[config.mk]
export PLATFORM = sky130hd
export DESIGN_NAME = adccs_core
export DESIGN_NICKNAME = d
export VERILOG_FILES = /design/src/adccs_pkg.sv /design/src/adccs_core.sv
export VERILOG_INCLUDE_DIRS = /design/src
export SDC_FILE = /design/constraint.sdc
export NUM_CORES = 1
export LEC_CHECK = 0
export ABC_AREA = 1
export BUFFER_PORTS_ARGS = -buffer_cell sky130_fd_sc_hd__buf_2
export CAP_MARGIN = 20
export CORE_ASPECT_RATIO = 1.75
export CORE_MARGIN = 3
export CORE_UTILIZATION = 50
export DETAILED_ROUTE_END_ITERATION = 6
export GPL_ROUTABILITY_DRIVEN = 0
export PLACE_DENSITY_LB_ADDON = 0.25
export SLEW_MARGIN = 30
export SYNTH_ARGS = -nofsm -noshare
export SYNTH_HDL_FRONTEND = slang
export SYNTH_HIERARCHICAL = 1
export SYNTH_SLANG_ARGS = --single-unit
[constraint.sdc]
create_clock -name sys_clk -period 2.4 [get_ports sys_clk]
set_input_delay 0.12 -clock sys_clk [delete_from_list [all_inputs] [get_ports sys_clk]]
set_output_delay 0.12 -clock sys_clk [all_outputs]
set_load 0.03 [all_outputs]
[src/adccs_defines.svh]
`ifndef ADCCS_DEFINES_SVH
`define ADCCS_DEFINES_SVH

// System clock
`define ADCCS_CLK_MHZ 20

// Power-on reset pulse
`define ADCCS_POR_US 1000
`define ADCCS_POR_CYC (`ADCCS_POR_US * `ADCCS_CLK_MHZ)

// Conversion length on the internal oscillator, per notch choice
`define ADCCS_CONV50_US 20000
`define ADCCS_CONV60_US 16667
`define ADCCS_CONV50_CYC (`ADCCS_CONV50_US * `ADCCS_CLK_MHZ)
`define ADCCS_CONV60_CYC (`ADCCS_CONV60_US * `ADCCS_CLK_MHZ)

// External clock periods per conversion, sets the first null
`define ADCCS_NULL_DIV 2560

// Calibration slot at the head of each conversion
`define ADCCS_CAL_US 4
`define ADCCS_CAL_CYC (`ADCCS_CAL_US * `ADCCS_CLK_MHZ)

// Internal serial clock, half period rounded down
`define ADCCS_ISCK_HZ 19200
`define ADCCS_ISCK_HALF_CYC ((`ADCCS_CLK_MHZ * 1000000) / (2 * `ADCCS_ISCK_HZ))

// Silence on the frequency pin that means no external clock
`define ADCCS_EXT_DET_US 20
`define ADCCS_EXT_DET_CYC (`ADCCS_EXT_DET_US * `ADCCS_CLK_MHZ)

// Output word
`define ADCCS_WORD_BITS 32
`define ADCCS_LAST_BIT 31
`define ADCCS_FIFO_DEPTH 8

`endif

[src/adccs_pkg.sv]
package adccs_pkg;

  typedef enum logic [1:0] {
    ST_RESET,
    ST_CONV,
    ST_SLEEP,
    ST_OUT
  } adccs_state_t;

  typedef struct packed {
    logic        result_sign_bit;
    logic [23:0] value;
    logic [4:0]  sub_lsb;
  } adccs_result_t;

  typedef struct packed {
    logic out;
    logic oe;
  } adccs_pin_t;

endpackage

[src/adccs_core.sv]
`timescale 1ns/1ps
`include "adccs_defines.svh"

module adccs_fifo #(
  parameter int WIDTH = 30,
  parameter int DEPTH = `ADCCS_FIFO_DEPTH
) (
  // Clock and reset
  input  wire logic             sys_clk,
  input  wire logic             srst,
  // Fill side
  input  wire logic             in_valid,
  output logic                  in_ready,
  input  wire logic [WIDTH-1:0] in_data,
  // Drain side
  output logic                  out_valid,
  input  wire logic             out_ready,
  output logic [WIDTH-1:0]      out_data
);
  localparam int AW = $clog2(DEPTH);

  logic [WIDTH-1:0] mem      [DEPTH];
  logic [WIDTH-1:0] next_mem [DEPTH];
  logic [AW-1:0]    wr_ptr;
  logic [AW-1:0]    rd_ptr;
  logic [AW:0]      count;
  logic [AW-1:0]    next_wr_ptr;
  logic [AW-1:0]    next_rd_ptr;
  logic [AW:0]      next_count;
  logic             push;
  logic             pop;

  assign in_ready  = count != (AW+1)'(DEPTH);
  assign out_valid = count != '0;
  assign out_data  = mem[rd_ptr];
  assign push      = in_valid && in_ready;
  assign pop       = out_valid && out_ready;

  always_comb
  begin
    next_mem    = mem;
    next_wr_ptr = wr_ptr;
    next_rd_ptr = rd_ptr;
    next_count  = count;
    if (push)
    begin
      next_mem[wr_ptr] = in_data;
      next_wr_ptr      = wr_ptr + 1'b1;
    end
    if (pop)
      next_rd_ptr = rd_ptr + 1'b1;
    if (push && !pop)
      next_count = count + 1'b1;
    else if (pop && !push)
      next_count = count - 1'b1;
  end

  always_ff @(posedge sys_clk)
  begin
    mem <= next_mem;
    if (srst)
    begin
      wr_ptr <= '0;
      rd_ptr <= '0;
      count  <= '0;
    end
    else
    begin
      wr_ptr <= next_wr_ptr;
      rd_ptr <= next_rd_ptr;
      count  <= next_count;
    end
  end
endmodule

// Summary of operation
// RULE_01: Cycle forever through conversion, sleep, then data output.
// RULE_02: After conversion sleep while chip select high; hold result unchanged.
// RULE_03: Chip select low enables data output and wakes for readout.
// RULE_04: Chip select rising during output aborts and starts a conversion.
// RULE_05: Data output is high impedance whenever chip select is high.
// RULE_06: With chip select low in conversion or sleep, output shows status.
// RULE_07: Internal mode drives serial clock; external mode controller drives it.
// RULE_08: Clock mode sampled at power-up and chip select fall; pull-up internal.
// RULE_09: Frequency pin high gives 50Hz null, low gives 60Hz null.
// RULE_10: Clock on frequency pin becomes system clock; null is f/2560.
// RULE_11: Data changes on serial clock fall; controller samples on rise.
// RULE_12: Output ends after 32 bits or chip select high; converts again.
// RULE_13: Each readout carries the preceding conversion, one word each.
// RULE_14: Modes come only from pin timing; no configuration registers.
// RULE_15: Offset and full-scale calibration run inside every conversion.
// RULE_16: Low supply holds internal reset, keeping result and clock mode.
// RULE_17: Leaving low supply gives 1ms reset clearing registers, then convert.
// RULE_18: Word is MSB first: done low, zero, sign, 24 bits, 5 sub bits.
// RULE_19: The 32nd falling clock edge drives output high as next done.
// RULE_20: With chip select high, outside clock pulses leave shifter untouched.
// RULE_21: Conversion lasts a set cycle count, then loads result, done low.
// RULE_22: Internal serial clock divides system clock; stops after last bit.
module adccs_core #(
  parameter int POR_CYCLES = `ADCCS_POR_CYC,
  parameter int CONV50_CYC = `ADCCS_CONV50_CYC,
  parameter int CONV60_CYC = `ADCCS_CONV60_CYC
) (
  // Clock and reset
  input  wire logic                   sys_clk,
  input  wire logic                   srst,
  // Serial port
  input  wire logic                   cs_n,
  input  wire logic                   sck_in,
  output logic                        sck_out,
  output logic                        sck_oe,
  output logic                        sck_pullup_en,
  output logic                        sdo_out,
  output logic                        sdo_oe,
  // Frequency control
  input  wire logic                   notch_select_clock_in,
  output logic                        ext_osc_active,
  output logic                        notch_50hz,
  // Supply monitor
  input  wire logic                   supply_low,
  output logic                        por_active,
  // Result stream from the modulator
  input  wire logic                   res_valid,
  output logic                        res_ready,
  input  wire adccs_pkg::adccs_result_t res_data,
  // Status
  output adccs_pkg::adccs_state_t     conv_state,
  output logic                        cal_active
);
  localparam int HALF = `ADCCS_ISCK_HALF_CYC;
  localparam int DET  = `ADCCS_EXT_DET_CYC;

  adccs_pkg::adccs_state_t  state;
  adccs_pkg::adccs_state_t  next_state;
  adccs_pkg::adccs_result_t fifo_data;
  logic [31:0] shreg;
  logic [31:0] next_shreg;
  logic [19:0] conv_cnt;
  logic [19:0] next_conv_cnt;
  logic [14:0] por_cnt;
  logic [14:0] next_por_cnt;
  logic [4:0]  bit_cnt;
  logic [4:0]  next_bit_cnt;
  logic [9:0]  div_cnt;
  logic [9:0]  next_div_cnt;
  logic [8:0]  det_cnt;
  logic [8:0]  next_det_cnt;
  logic        sck_lvl;
  logic        next_sck_lvl;
  logic        int_mode;
  logic        next_int_mode;
  logic        cs_q;
  logic        sck_q;
  logic        notch_q;
  logic        fifo_valid;
  logic        pop;
  logic        fall;
  logic        conv_done;
  logic        tick;

  adccs_fifo #(
    .WIDTH ($bits(adccs_pkg::adccs_result_t)),
    .DEPTH (`ADCCS_FIFO_DEPTH)
  ) u_fifo (
    .sys_clk   (sys_clk),
    .srst      (srst),
    .in_valid  (res_valid),
    .in_ready  (res_ready),
    .in_data   (res_data),
    .out_valid (fifo_valid),
    .out_ready (pop),
    .out_data  (fifo_data)
  );

  // Edges on the frequency pin mean an external system clock
  assign ext_osc_active = det_cnt < 9'(DET); // RULE_10
  assign notch_50hz     = !ext_osc_active && notch_select_clock_in; // RULE_09
  // External clock: conversion advances once per pin period
  assign tick = ext_osc_active ? (notch_select_clock_in && !notch_q) : 1'b1;
  // At or past the end, so a notch change mid-count cannot run it away
  always_comb
  begin
    if (ext_osc_active)
      conv_done = conv_cnt >= 20'(`ADCCS_NULL_DIV - 1); // RULE_10
    else if (notch_select_clock_in)
      conv_done = conv_cnt >= 20'(CONV50_CYC - 1); // RULE_09
    else
      conv_done = conv_cnt >= 20'(CONV60_CYC - 1); // RULE_09
  end

  // Calibration shares the conversion slot, so cycle order never changes
  assign cal_active = state == adccs_pkg::ST_CONV &&
                      conv_cnt < 20'(`ADCCS_CAL_CYC); // RULE_15

  // Falling serial clock: divider in internal mode, pin otherwise
  assign fall = state == adccs_pkg::ST_OUT && !cs_n && // RULE_20
                !supply_low && // RULE_16
                (int_mode ? (sck_lvl && div_cnt == 10'(HALF - 1))
                          : (sck_q && !sck_in)); // RULE_11
  assign pop  = state == adccs_pkg::ST_CONV && conv_done && tick &&
                fifo_valid && !supply_low;

  always_comb
  begin
    next_state    = state;
    next_shreg    = shreg;
    next_conv_cnt = conv_cnt;
    next_por_cnt  = por_cnt;
    next_bit_cnt  = bit_cnt;
    next_div_cnt  = div_cnt;
    next_sck_lvl  = sck_lvl;
    next_int_mode = int_mode;
    next_det_cnt  = det_cnt;
    if (notch_select_clock_in != notch_q)
      next_det_cnt = '0;
    else if (det_cnt != 9'h1ff)
      next_det_cnt = det_cnt + 1'b1;
    // Mode set only by pin levels, never by a register
    if (cs_q && !cs_n && state != adccs_pkg::ST_RESET && !supply_low)
      next_int_mode = sck_in; // RULE_08 RULE_14
    case (state)
      adccs_pkg::ST_RESET:
      begin
        if (!supply_low)
        begin
          next_por_cnt = por_cnt + 1'b1;
          if (por_cnt == 15'(POR_CYCLES - 1))
          begin
            // Clear only at pulse end; low supply alone keeps state
            next_shreg    = '0; // RULE_17
            next_int_mode = sck_in; // RULE_08
            next_conv_cnt = '0;
            next_state    = adccs_pkg::ST_CONV; // RULE_17
          end
        end
        else
          next_por_cnt = '0; // RULE_16
      end
      adccs_pkg::ST_CONV:
      begin
        if (pop)
        begin
          next_shreg = {1'b0, 1'b0, fifo_data}; // RULE_13 RULE_18 RULE_21
          next_state = adccs_pkg::ST_SLEEP; // RULE_01
        end
        else if (tick && !conv_done)
          next_conv_cnt = conv_cnt + 1'b1; // RULE_21
      end
      adccs_pkg::ST_SLEEP:
      begin
        // Static hold for as long as chip select stays high
        if (!cs_n) // RULE_02
        begin
          next_state   = adccs_pkg::ST_OUT; // RULE_03
          next_bit_cnt = '0;
          next_div_cnt = '0;
          next_sck_lvl = 1'b0;
        end
      end
      adccs_pkg::ST_OUT:
      begin
        if (cs_n)
        begin
          next_state    = adccs_pkg::ST_CONV; // RULE_04 RULE_12
          next_conv_cnt = '0;
        end
        else
        begin
          if (int_mode)
          begin
            next_div_cnt = div_cnt + 1'b1;
            if (div_cnt == 10'(HALF - 1))
            begin
              next_div_cnt = '0;
              next_sck_lvl = !sck_lvl; // RULE_22
            end
          end
          if (fall)
          begin
            next_shreg   = {shreg[30:0], 1'b1}; // RULE_11 RULE_19
            next_bit_cnt = bit_cnt + 1'b1;
            if (bit_cnt == 5'(`ADCCS_LAST_BIT))
            begin
              next_state    = adccs_pkg::ST_CONV; // RULE_12 RULE_22
              next_conv_cnt = '0;
              next_sck_lvl  = 1'b0;
            end
          end
        end
      end
      default: next_state = adccs_pkg::ST_RESET;
    endcase
    if (supply_low)
    begin
      next_state   = adccs_pkg::ST_RESET; // RULE_16
      next_por_cnt = '0;
    end
  end

  always_ff @(posedge sys_clk)
  begin
    if (srst)
    begin
      state    <= adccs_pkg::ST_RESET;
      shreg    <= '0;
      conv_cnt <= '0;
      por_cnt  <= '0;
      bit_cnt  <= '0;
      div_cnt  <= '0;
      det_cnt  <= 9'h1ff;
      sck_lvl  <= 1'b0;
      int_mode <= 1'b1;
      cs_q     <= 1'b1;
      sck_q    <= 1'b1;
      // Pin level taken here, so no false edge follows reset
      notch_q  <= notch_select_clock_in;
    end
    else
    begin
      state    <= next_state;
      shreg    <= next_shreg;
      conv_cnt <= next_conv_cnt;
      por_cnt  <= next_por_cnt;
      bit_cnt  <= next_bit_cnt;
      div_cnt  <= next_div_cnt;
      det_cnt  <= next_det_cnt;
      sck_lvl  <= next_sck_lvl;
      int_mode <= next_int_mode;
      cs_q     <= cs_n;
      sck_q    <= sck_in;
      notch_q  <= notch_select_clock_in;
    end
  end

  assign conv_state    = state;
  assign por_active    = state == adccs_pkg::ST_RESET;
  assign sck_pullup_en = int_mode; // RULE_08
  assign sck_oe  = int_mode && state == adccs_pkg::ST_OUT; // RULE_07
  assign sck_out = sck_lvl;
  assign sdo_oe  = !cs_n; // RULE_03 RULE_05
  // Busy reads high; the loaded word starts with done low
  assign sdo_out = state == adccs_pkg::ST_CONV ||
                   state == adccs_pkg::ST_RESET || shreg[31]; // RULE_06
endmodule

==> key figures, run 1 <==
Synthesis
  – Register bit total from synthesis: 348
  – Ys flop type: edfxtp_1
  – Mapped Nets: 1804
  – Avg Cell Area, Syn: roughly 9 um^2
  – Synth Instances: 1747
  – Syn. warnings: 6
  – Number of synthesized flops with an enable pin: 240
  – Async set-reset flop share out of synthesis: 0%
  – Post-synth cell types: 41
  – Mapped Area: 15580 um^2
  – Post-synthesis sequential area ratio: 60.12%

Setup path
  – Cell mode on critical path: nand2_1
  – Critical path arrival: 2.89 ns
  – Critical-path top delay cell: dfxtp_2
  – CP Cell Sequence: ha_4 -> nand2_4 -> nor2_4 -> nand3_2 -> nand2_1 -> nand2_1 -> nand2_2 -> nand4_1 -> inv_2 -> nand2_4 -> ha_4 -> inv_4 -> buf_6 -> ha_1 -> nand2_1 -> nand2_2 -> nand3_2 -> nand3_1 -> nand2_1 -> inv_1
  – WS Path Type: flop to flop
  – Slowest stage delay, CP: approximately 0.36 ns
  – Startpoint Class: flop
  – Critical Path Fanout Max: 3
  – Critical Path RT: 2.88 ns
  – Crit. End Element: flop

Power and ir drop
  – Power Total: approximately 13 mW
  – Max VDD drop: 0.6327 mV
  – Power per cell area: 675.3 nW/um^2
  – P_leak: 7.545 nW

Layout
  – Fin cells: 2309
  – Most frequent cells in the layout: nand2_1 (387), nor2_1 (387), edfxtp_1 (240)
  – Diodes inserted: 0
  – Storage cell area: approximately 9400 um^2
  – Area delta synth->final: 19.44%
  – Multi-input logic area: 5492 um^2
  – Layout cells sized above 1: 15.04%
  – Filler cell count: 2524
  – Nets: ~2k

Global route
  – Initial antenna violation count: 0
  – Grt total ovfl: 0
  – First-pass GRT wire length: 58910 um
  – Total GRT Usage: 21.66%
  – Vias in the first global route: between 10k and 15k
  – Largest net degree at the start of global routing: 89

Routing
  – Vias: roughly 12k
  – DR pass1 iterations: 5
  – Avg WL per Cell: approximately 16 um
  – Initial DRC count: 600
  – DR DRC count: 0
  – DR vias/cell: around 5.3
  – Detailed Route WL: between 30000 and 40000 um
  – Detail Route Antenna Nets: 0

Clock tree
  – H-Tree Depth: 1
  – Clock sinks: roughly 350
  – TritonCTS buffer count: 31
  – Clock transition at the registers of the reported paths: about 0.07 ns
  – Worst-Skew Late Latency: 0.58 ns
  – Longest Clk Path Bufs: 3
  – CTS tree: built
  – Root Buffer: clkbuf_16

Run status
  – Failing checks: setup timing
  – Outcome: finished, violations left

Die
  – CORE AREA: roughly 30000 um^2
  – Die width: between 100 and 150 um
  – I/O Pins: 49
  – Row cnt: 84
  – Die Ht: 239.6 um
  – DIE AREA: approximately 33000 um^2
  – Initial Util: approximately half

STA
  – Final worst path period need: 2.414 ns
  – Max-slew headroom: 57.62%
  – Clk_skew: 0.01153 ns
  – Final Hold Fails: 0
  – Least-Margin Pin Slew: between 0.6 and 0.7 ns
  – Fin worst setup slack: -0.01402 ns
  – RSZ-0062 raised after global routing: true
  – Number of setup violations in the final report: 1
  – Max frequency: 414.2 MHz
  – Final period util: 100.6%
  – Pins Over Slew Limit: 0

Placement
  – IO buf count: 48
  – Number of placed instances, taps included: around 2.2k
  – DP HPWL: 21860 um

Worst hold path
  – Worst min-delay path class: input port to flop

Run
  – Max-Cap Viols: 0
==> timing repair <==
action,in CTS,in global routing
hold endpoints to repair,248,0
buffers inserted,5,10
hold buffers,35,0
pin swaps,7,26
gates cloned,0,3
endpoints found under the setup margin,7,61
resized for setup,18,50
==> cells in the mapped netlist, drive strengths merged (2+ instances only) <==
cell type	number	area [um^2]
a21oi	46	230.2
nand3	62	322.8
ha	19	237.7
dfxtp	108	2162
nor3	17	85.08
o211ai	2	15.01
edfxtp	240	7207
a221o	2	20.02
inv	134	503.0
buf	46	326.6
o21ai	175	875.8
or2	5	31.28
nand2	401	1513
o31ai	2	15.01
nand3b	2	15.01
nor2	402	1516
xor2	13	113.9
nor4	5	31.28
clkbuf	35	138.9
a211oi	2	15.01
nand4	15	93.84
and3	4	25.02
==> final timing paths <==
| path | slack (ns) | to | startpoint | depth (start not counted) |
|---|---|---|---|---|
| hold reg to reg | 0.48 | conv_cnt[18] | conv_cnt[18] | 2 |
| setup reg to reg | -0.01 | u_fifo/count[3] | conv_cnt[0] | 20 |
| hold / removal | 0.05 | div_cnt[9] | srst | 2 |
| setup / recovery | -0.01 | u_fifo/count[3] | conv_cnt[0] | 20 |
==> sequential cells by signal (all words and copies together), names as in the netlist, 3 cells and up <==
register / cells
u_fifo/mem: 240
det_cnt: 9
u_fifo/rd_ptr: 3
u_fifo/wr_ptr: 3
shreg: 32
bit_cnt: 5
conv_cnt: 20
div_cnt: 10
por_cnt: 15
u_fifo/count: 4
==> cells by family (layout without fill, tap and decap cells) <==
family / Yosys count / after routing / share of synthesized area (%)
flip-flops: 348 / 348 / 60.12
adder cells (fa/ha/maj): 20 / 20 / 1.654
XOR/XNOR: 13 / 13 / 0.7306
AO/OA/AOI/OAI: 237 / 237 / 7.924
AND/OR/NAND/NOR: 914 / 914 / 23.36
buffers and inverters: 215 / 390 / 6.214
==> critical path, delay by kind of cell (launching register included) <==
kind / cells / cell delay (ns)
flip-flops: 1 / 0.36
buffers and inverters: 4 / 0.32
AND/OR/NAND/NOR: 13 / 1.07
adder cells (fa/ha/maj): 3 / 0.56
==> through the flow <==
| stage | TNS [ns] | cell area (um^2) | worst slack (ns) | hold slack [ns] | utilization (%) |
|---|---|---|---|---|---|
| 3_3_place_gp | -0.3335 | 16820 | -0.1819 | 0.2883 | 55.39 |
| 4_1_cts | -0.03644 | 18320 | -0.02251 | 0.02962 | 60.31 |
| 3_5_place_dp | -0.4682 | 16820 | -0.1952 | 0.2844 | 55.39 |
| 2_1_floorplan | -49.57 | 15610 | -0.4122 | 0.1477 | - |
| 6_report | -0.01402 | 18620 | -0.01402 | 0.05327 | 61.29 |
| 5_1_grt | -0.6751 | 18620 | -0.2115 | 0.06522 | 61.29 |
==> report_power, final <==
part	internal [mW]	switching [mW]	leakage, nW
logic	0.289	0.496	3.97
registers	6.59	0.0528	3.06
clock network	2.93	2.21	0.514
==> routing by layer <==
metal / vias to the layer above / GRT usage, % / wire length [um]
li1: 6024 / - / -
met1: 5732 / 23.30 / 13770
met2: 351 / 41.81 / 20190
met3: 117 / 2.697 / 1901
met4: 0 / 9.792 / 1454
met5: - / 0 / 0
==> area by class of cell <==
cell class | instances | share of cell area, %
clock buffers | 38 | 4.308
inverters | 134 | 2.722
clock inverters | 20 | 1.324
multi-input cells | 1184 | 29.50
flip-flops and latches | 348 | 50.44
well taps | 387 | 2.601
repair buffers | 198 | 9.107
Power figures use the tool's default switching activity.
==> run 2, diff against run 1 <==
--- a/config.mk
+++ b/config.mk
@@ -7,7 +7,7 @@
 export NUM_CORES = 1
 export LEC_CHECK = 0
 export ABC_AREA = 1
-export BUFFER_PORTS_ARGS = -buffer_cell sky130_fd_sc_hd__buf_2
+export BUFFER_PORTS_ARGS = -buffer_cell sky130_fd_sc_hd__buf_4
 export CAP_MARGIN = 20
 export CORE_ASPECT_RATIO = 1.75
 export CORE_MARGIN = 3
==> run 2 against run 1 <==
Net effect:
- flip-flop and latch count did not move
- the flow still finishes with violations (setup timing)
- sequential power about the same
- critical path type unchanged
- largest cell class unchanged
- utilization is 1.8 points higher
- cell count is 0.61% higher
- final area increased by 2.9%
==> key figures, run 2 (same netlist as run 1, synthesis figures left out) <==
Run status
  – Outcome: finished, violations left
  – Failing checks: setup timing

Setup path
  – Startpoint Class: flop
  – WS Path Type: flop to flop
  – CP Launch Point: conv_cnt[0]
  – Critical path arrival: 2.90 ns
  – Crit path to: u_fifo/count[1]
  – RR Startpoint: conv_cnt[0]
  – Critical Path Fanout Max: 3
  – Flop2flop setup slack: -0.03 ns
  – Crit. End Element: flop
  – Critical Path RT: 2.88 ns
  – R2r endpoint: u_fifo/count[1]
  – FF-to-FF path depth: 19

Routing
  – Initial DRC count: 762
  – DR pass1 iterations: 5
  – DR vias/cell: 5.321
  – Detailed Route WL: 37850 um
  – Detail Route Antenna Nets: 0
  – Vias: approximately 12k
  – DR DRC count: 0
  – Avg WL per Cell: 16.29 um

Layout
  – Layout cells sized above 1: 17.30%
  – Most frequent cells in the layout: nor2_1 (386), nand2_1 (369), edfxtp_1 (240)
  – Diodes inserted: 0
  – Largest register by flop count: u_fifo/mem
  – Max FFs per register: 240
  – Most common cell after layout, fill and taps aside: nor2_1
  – Nets: 1969
  – Multi-input logic area: about 5700 um^2
  – Filler cell count: 2442
  – Area delta synth->final: 22.86%
  – Storage cell area: 9397 um^2
  – Fin util: a little over three fifths
  – Largest regs: u_fifo/mem: 240 flops, shreg: 32 flops, conv_cnt: 20 flops
  – Final std cell area, no fill: 19150 um^2

Placement
  – Cell Area, Placed: 17030 um^2
  – DP HPWL: 21920 um
  – DP Worst Slack: -0.2989 ns
  – IO buf count: 48

Die
  – Die Ht: 239.6 um
  – CORE AREA: 30370 um^2
  – I/O Pins: 49
  – Initial Util: 51.31%
  – Die width: around 140 um
  – DIE AREA: around 33000 um^2
  – Row cnt: 84

Clock tree
  – Longest Clk Path Bufs: 3
  – Clock transition at the registers of the reported paths: 0.07 ns
  – Worst-Skew Late Latency: ~0.58 ns
  – H-Tree Depth: 1
  – CTS tree: built
  – TritonCTS buffer count: 31
  – Root Buffer: clkbuf_16
  – Clock sinks: 348

Global route
  – Grt total ovfl: 0
  – First-pass GRT wire length: 59880 um
  – Largest net degree at the start of global routing: 74
  – Vias in the first global route: 12.26k
  – Total GRT Usage: 22.08%
  – Initial antenna violation count: 0

STA
  – Clk_skew: 0.02312 ns
  – Number of setup violations in the final report: 1
  – Least-Margin Pin Slew: approximately 0.84 ns
  – Final Hold Fails: 0
  – Fin worst setup slack: -0.02581 ns
  – Max frequency: 412.2 MHz
  – WHS: 0.2494 ns
  – Max-slew headroom: 44.24%
  – RSZ-0062 raised after global routing: true
  – Pins Over Slew Limit: 0
  – Final period util: 101.1%
  – Setup TNS: -0.02581 ns
  – Final worst path period need: around 2.4 ns

Power and ir drop
  – Power per cell area: 639.0 nW/um^2
  – Max VDD drop: 0.6691 mV
  – P_leak: 7.749 nW

Worst hold path
  – Worst min-delay path class: input port to flop
  – Hold_sp: notch_select_clock_in

Run
  – Max-Cap Viols: 0
## run 2: changes by cell type in the layout (fill, tap and decap cells not counted), moves of 8 or more
cell / delta
a21oi_1: -9
buf_2: -48
buf_12: +8
buf_4: +50
a21oi_2: +9
nand2_2: +13
nand2_1: -18
## run 2: how the worst min path moves through the flow
| stage | slack [ns] | end | depth (start not counted) |
|---|---|---|---|
| 2_1_floorplan | 0.15 | notch_q | 0 |
| 3_3_place_gp | 0.27 | notch_q | 1 |
| 3_5_place_dp | 0.26 | notch_q | 1 |
| 4_1_cts | 0.22 | notch_q | 2 |
| 5_1_grt | 0.24 | notch_q | 2 |
| 6_report | 0.25 | notch_q | 2 |
## run 2: what timing repair did
item | 4_1_cts | 5_1_grt
hold buffers | 37 | 0
endpoints found under the hold margin | 268 | 0
gates resized for setup | 24 | 98
buffers inserted | 12 | 9
cloned | 3 | 5
pin swaps | 10 | 32
setup endpoints to repair | 3 | 59
## run 2: cell type report
cell class	count	area share [%]
sequential	348	49.08
multi-input combinational	1184	29.64
timing repair buffer	213	11.06
clock buffer	46	4.450
inverter	134	2.660
tap	387	2.529
clock inverter	11	0.5881
## run 2: critical path: stages (launching register included)
cell and delay, ns:
dfxtp_2 0.35, ha_4 0.16, inv_1 0.04, nand2_1 0.07, nand2_2 0.06, nand2_2 0.07, nand2_1 0.05, nand2_1 0.06
nand2_1 0.06, nand2_2 0.06, nand4_1 0.14, buf_4 0.18, inv_4 0.06, nand2_4 0.06, ha_4 0.18, inv_4 0.06
buf_6 0.10, fa_2 0.43, o21ai_2 0.11, nor2_1 0.05
## run 2: routing by layer
| metal | GRT usage [%] | wire length, um | up-vias |
|---|---|---|---|
| met5 | 0 | 0 | - |
| met4 | 7.893 | 1077 | 0 |
| met3 | 2.517 | 1887 | 83 |
| met2 | 43.72 | 20870 | 338 |
| met1 | 23.84 | 14010 | 5888 |
| li1 | - | - | 6051 |
## run 2: stage by stage
step	instances	power, mW
after floorplan	1747	7.153
after global placement	2203	7.470
after detailed placement	2203	7.499
after CTS	2311	12.33
after global routing	2323	12.68
final	2323	12.23
## run 2: power breakdown
part / internal [mW] / switching (mW) / leakage (nW)
combinational: 0.317 / 0.496 / 4.23
clock: 2.67 / 2.11 / 0.459
sequential: 6.59 / 0.0527 / 3.06
==> run 3, diff against run 2 <==
--- a/config.mk
+++ b/config.mk
@@ -6,7 +6,6 @@
 export SDC_FILE = /design/constraint.sdc
 export NUM_CORES = 1
 export LEC_CHECK = 0
-export ABC_AREA = 1
 export BUFFER_PORTS_ARGS = -buffer_cell sky130_fd_sc_hd__buf_4
 export CAP_MARGIN = 20
 export CORE_ASPECT_RATIO = 1.75
@@ -14,7 +13,7 @@
 export CORE_UTILIZATION = 50
 export DETAILED_ROUTE_END_ITERATION = 6
 export GPL_ROUTABILITY_DRIVEN = 0
-export PLACE_DENSITY_LB_ADDON = 0.25
+export PLACE_DENSITY = 0.78
 export SLEW_MARGIN = 30
 export SYNTH_ARGS = -nofsm -noshare
 export SYNTH_HDL_FRONTEND = slang
==> run 3 against run 2 <==
Net effect:
- the run still ends with setup timing left
- sequential power grew 2%
- count of clock-buffer cells in the layout shrank 12
- die area shrank 5.0%
- largest power group unchanged
- highest routed layer unchanged
- synthesized cell count shrank 43%
- combinational power grew 57%
- clock skew grew 0.0029 ns
==> key figures, run 3 <==
Global route
  – Vias in the first global route: 9982
  – Largest net degree at the start of global routing: 63
  – First-pass GRT wire length: 51800 um
  – Total GRT Usage: 20.76%
  – Grt total ovfl: 0
  – Initial antenna violation count: 1

Synthesis
  – Mapped Nets: 1060
  – Synth Instances: 1003
  – Post-synth cell types: 63
  – Mapped Area: 14780 um^2
  – Number of synthesized flops with an enable pin: between 200 and 250
  – Synth top cells by count: edfxtp_1 (240), dfxtp_1 (108), a21oi_1 (73)
  – Post-synthesis sequential area ratio: 63.37%
  – Syn. warnings: 6
  – Register bit total from synthesis: around 350
  – Async set-reset flop share out of synthesis: 0%
  – Avg Cell Area, Syn: 14.74 um^2
  – Ys flop type: edfxtp_1
  – Synth area leaders: edfxtp_1 (49%), dfxtp_1 (15%), mux4_1 (10%)
  – Synth top area share: 48.75%
  – Most frequent cell after synthesis: edfxtp_1
  – Cell taking the most area after synthesis: edfxtp_1

Power and ir drop
  – Clock power share: 38.7%
  – Internal power: 10.19 mW
  – P_leak: 6.362 nW
  – Power per cell area: 701.2 nW/um^2
  – Max VDD drop: 0.5677 mV
  – Power Total: 13.10 mW
  – Gate power share: 9.7%
  – Switching portion of total power: ~22%
  – Register share of total power: approximately half
  – Net Sw Power: 2.902 mW

Layout
  – Layout cells sized above 1: 31.60%
  – Area delta synth->final: 26.32%
  – Filler cell count: ~1.9k
  – Storage cell area: between 9000 and 10000 um^2
  – Most common cell after layout, fill and taps aside: edfxtp_1
  – Largest regs: u_fifo/mem: 240 flops, shreg: 32 flops, conv_cnt: 20 flops
  – Final std cell area, no fill: about 19000 um^2
  – Largest register by flop count: u_fifo/mem
  – Nets: 1248
  – Most frequent cells in the layout: edfxtp_1 (240), buf_4 (143), dfxtp_1 (99)
  – Max FFs per register: between 200 and 250
  – Fin util: 64.55%
  – Multi-input logic area: 5648 um^2

Die
  – Die width: 136.0 um
  – I/O Pins: between 40 and 50
  – Die Ht: 233.5 um
  – DIE AREA: 31750 um^2
  – Row cnt: 82
  – CORE AREA: 28930 um^2
  – Initial Util: between 50 and 60%

Setup path
  – Top delay family on crit path: simple AND/OR/NAND/NOR gates
  – Worst path buffer plus inverter count: 1
  – CP Cell Sequence: ha_4 -> nor4b_4 -> nand4_1 -> or3_1 -> nand4b_1 -> nand2_2 -> nor3_4 -> nand2_2 -> ha_4 -> inv_4 -> ha_4 -> a21oi_4 -> a211oi_2 -> a31oi_1 -> mux2_2
  – Cell mode on critical path: ha_4
  – Critical Path Fanout Max: 3
  – RR Startpoint: conv_cnt[0]
  – Critical Path RT: 2.86 ns
  – Startpoint Class: flop
  – Flop2flop setup slack: -0.66 ns
  – Critical path arrival: 3.52 ns
  – R2r endpoint: u_fifo/count[3]
  – FF-to-FF path depth: 15
  – WS Path Type: flop to flop
  – Crit. End Element: flop
  – Critical-path top delay cell: or3_1
  – Slowest stage delay, CP: 0.39 ns

Routing
  – DR DRC count: 0
  – Metal3 WL: ~1700 um
  – DR pass1 iterations: 5
  – Detailed Route WL: around 34000 um
  – WL met1: approximately 12000 um
  – WL met2: 18840 um
  – DR vias/cell: 6.036
  – Detail Route Antenna Nets: 0
  – Vias: 9622
  – Uppermost layer routed: met4
  – Avg WL per Cell: 21.47 um
  – Initial DRC count: 602

Worst hold path
  – Worst min-delay path class: input port to flop
  – Hold_sp: supply_low
  – Hold Path End: conv_state[1]
  – Hold Path Depth: 4

Placement
  – DP HPWL: roughly 19000 um
  – IO buf count: 48
  – Cell Area, Placed: 16470 um^2

STA
  – Least-Margin Pin Slew: 0.7008 ns
  – Clk_skew: between 0.02 and 0.03 ns
  – Number of setup violations in the final report: 59
  – Max-slew headroom: a little over half
  – Max frequency: 326.9 MHz
  – Final worst path period need: 3.059 ns
  – Fin worst setup slack: -0.6594 ns
  – RSZ-0062 raised after global routing: true
  – Final Hold Fails: 0
  – Setup TNS: -10.93 ns
  – Pins Over Slew Limit: 0
  – Final period util: 127.5%

Clock tree
  – CTS tree: built
  – Worst-Skew Late Latency: 0.57 ns
  – Longest Clk Path Bufs: 3
  – Root Buffer: clkbuf_16
  – TritonCTS buffer count: 30
  – H-Tree Depth: 1
  – Clock transition at the registers of the reported paths: 0.07 ns
  – Clock sinks: 348

Run status
  – Failing checks: setup timing
  – Outcome: finished, violations left

Run
  – Max-Cap Viols: 0
[run 3: layout make-up]
| type | instances | area share, % |
|---|---|---|
| tap | 378 | 2.532 |
| sequential | 348 | 50.23 |
| antenna | 1 | 0.01340 |
| inverter | 17 | 0.3551 |
| clock buffer | 34 | 4.214 |
| multi-input combinational | 579 | 30.24 |
| timing repair buffer | 215 | 11.09 |
| clock inverter | 22 | 1.320 |
[run 3: what timing repair did]
action / CTS / global route
buffers inserted: 25 / 6
pin swaps: 37 / 21
endpoints found under the hold margin: 265 / 0
resized for setup: 61 / 61
hold buffers: 35 / 0
gates cloned: 6 / 2
setup endpoints to repair: 58 / 63
[run 3: logic make-up (layout without fill, tap and decap cells)]
kind of cell	after synthesis	count (layout)	synth area share, %
and+or+nand+nor	233	233	8.378
muxes	99	99	13.57
xor gates and xnor gates	24	24	1.422
DFF	348	348	63.37
buffers and inverters	79	288	2.725
adders and majority gates	20	20	1.743
AOI/OAI and AO/OA	200	203	8.793
other	0	1	0
[run 3: per-layer routing]
metal / vias to the layer above / GRT usage, %
li1: 4350 / -
met1: 4788 / 23.05
met2: 366 / 38.86
met3: 118 / 2.478
met4: 0 / 9.994
met5: - / 0
[run 3: metrics by stage]
step                      std cells  hold WS (ns)  setup slack, ns
final                          1594        0.1072          -0.6594
after global routing           1594        0.1240          -0.8066
after CTS                      1588       0.07319          -0.5779
after detailed placement       1473        0.2746          -0.6925
after global placement         1470        0.2718          -0.5680
after floorplan                1003        0.1477          -0.6753
[run 3: worst max path at each step]
stage                      endpoint          from  cells past startpoint
floorplan           u_fifo/count[3]  conv_cnt[13]                     13
global route        u_fifo/count[3]   conv_cnt[0]                     15
global placement    u_fifo/count[3]   conv_cnt[1]                     15
detailed placement  u_fifo/count[3]   conv_cnt[1]                     15
finish              u_fifo/count[3]   conv_cnt[0]                     15
CTS                 u_fifo/count[3]  conv_cnt[13]                     13
[run 3: power by group through the flow]
stage          clock network [mW]  registers [mW]  logic (mW)
2_1_floorplan                   0            6.88       0.565
3_3_place_gp                    0            6.87        1.04
3_5_place_dp                    0            6.88        1.08
4_1_cts                      5.15            6.75        1.25
5_1_grt                      5.36            6.77        1.36
6_report                     5.07            6.75        1.28
[run 3: worst register-to-register path, stage by stage (launching register included)]
cell	delay [ns]
dfxtp_2	0.35
ha_4	0.14
nor4b_4	0.19
nand4_1	0.14
or3_1	0.39
nand4b_1	0.14
nand2_2	0.10
nor3_4	0.19
nand2_2	0.10
ha_4	0.17
inv_4	0.06
ha_4	0.20
a21oi_4	0.14
a211oi_2	0.09
a31oi_1	0.19
mux2_2	0.35
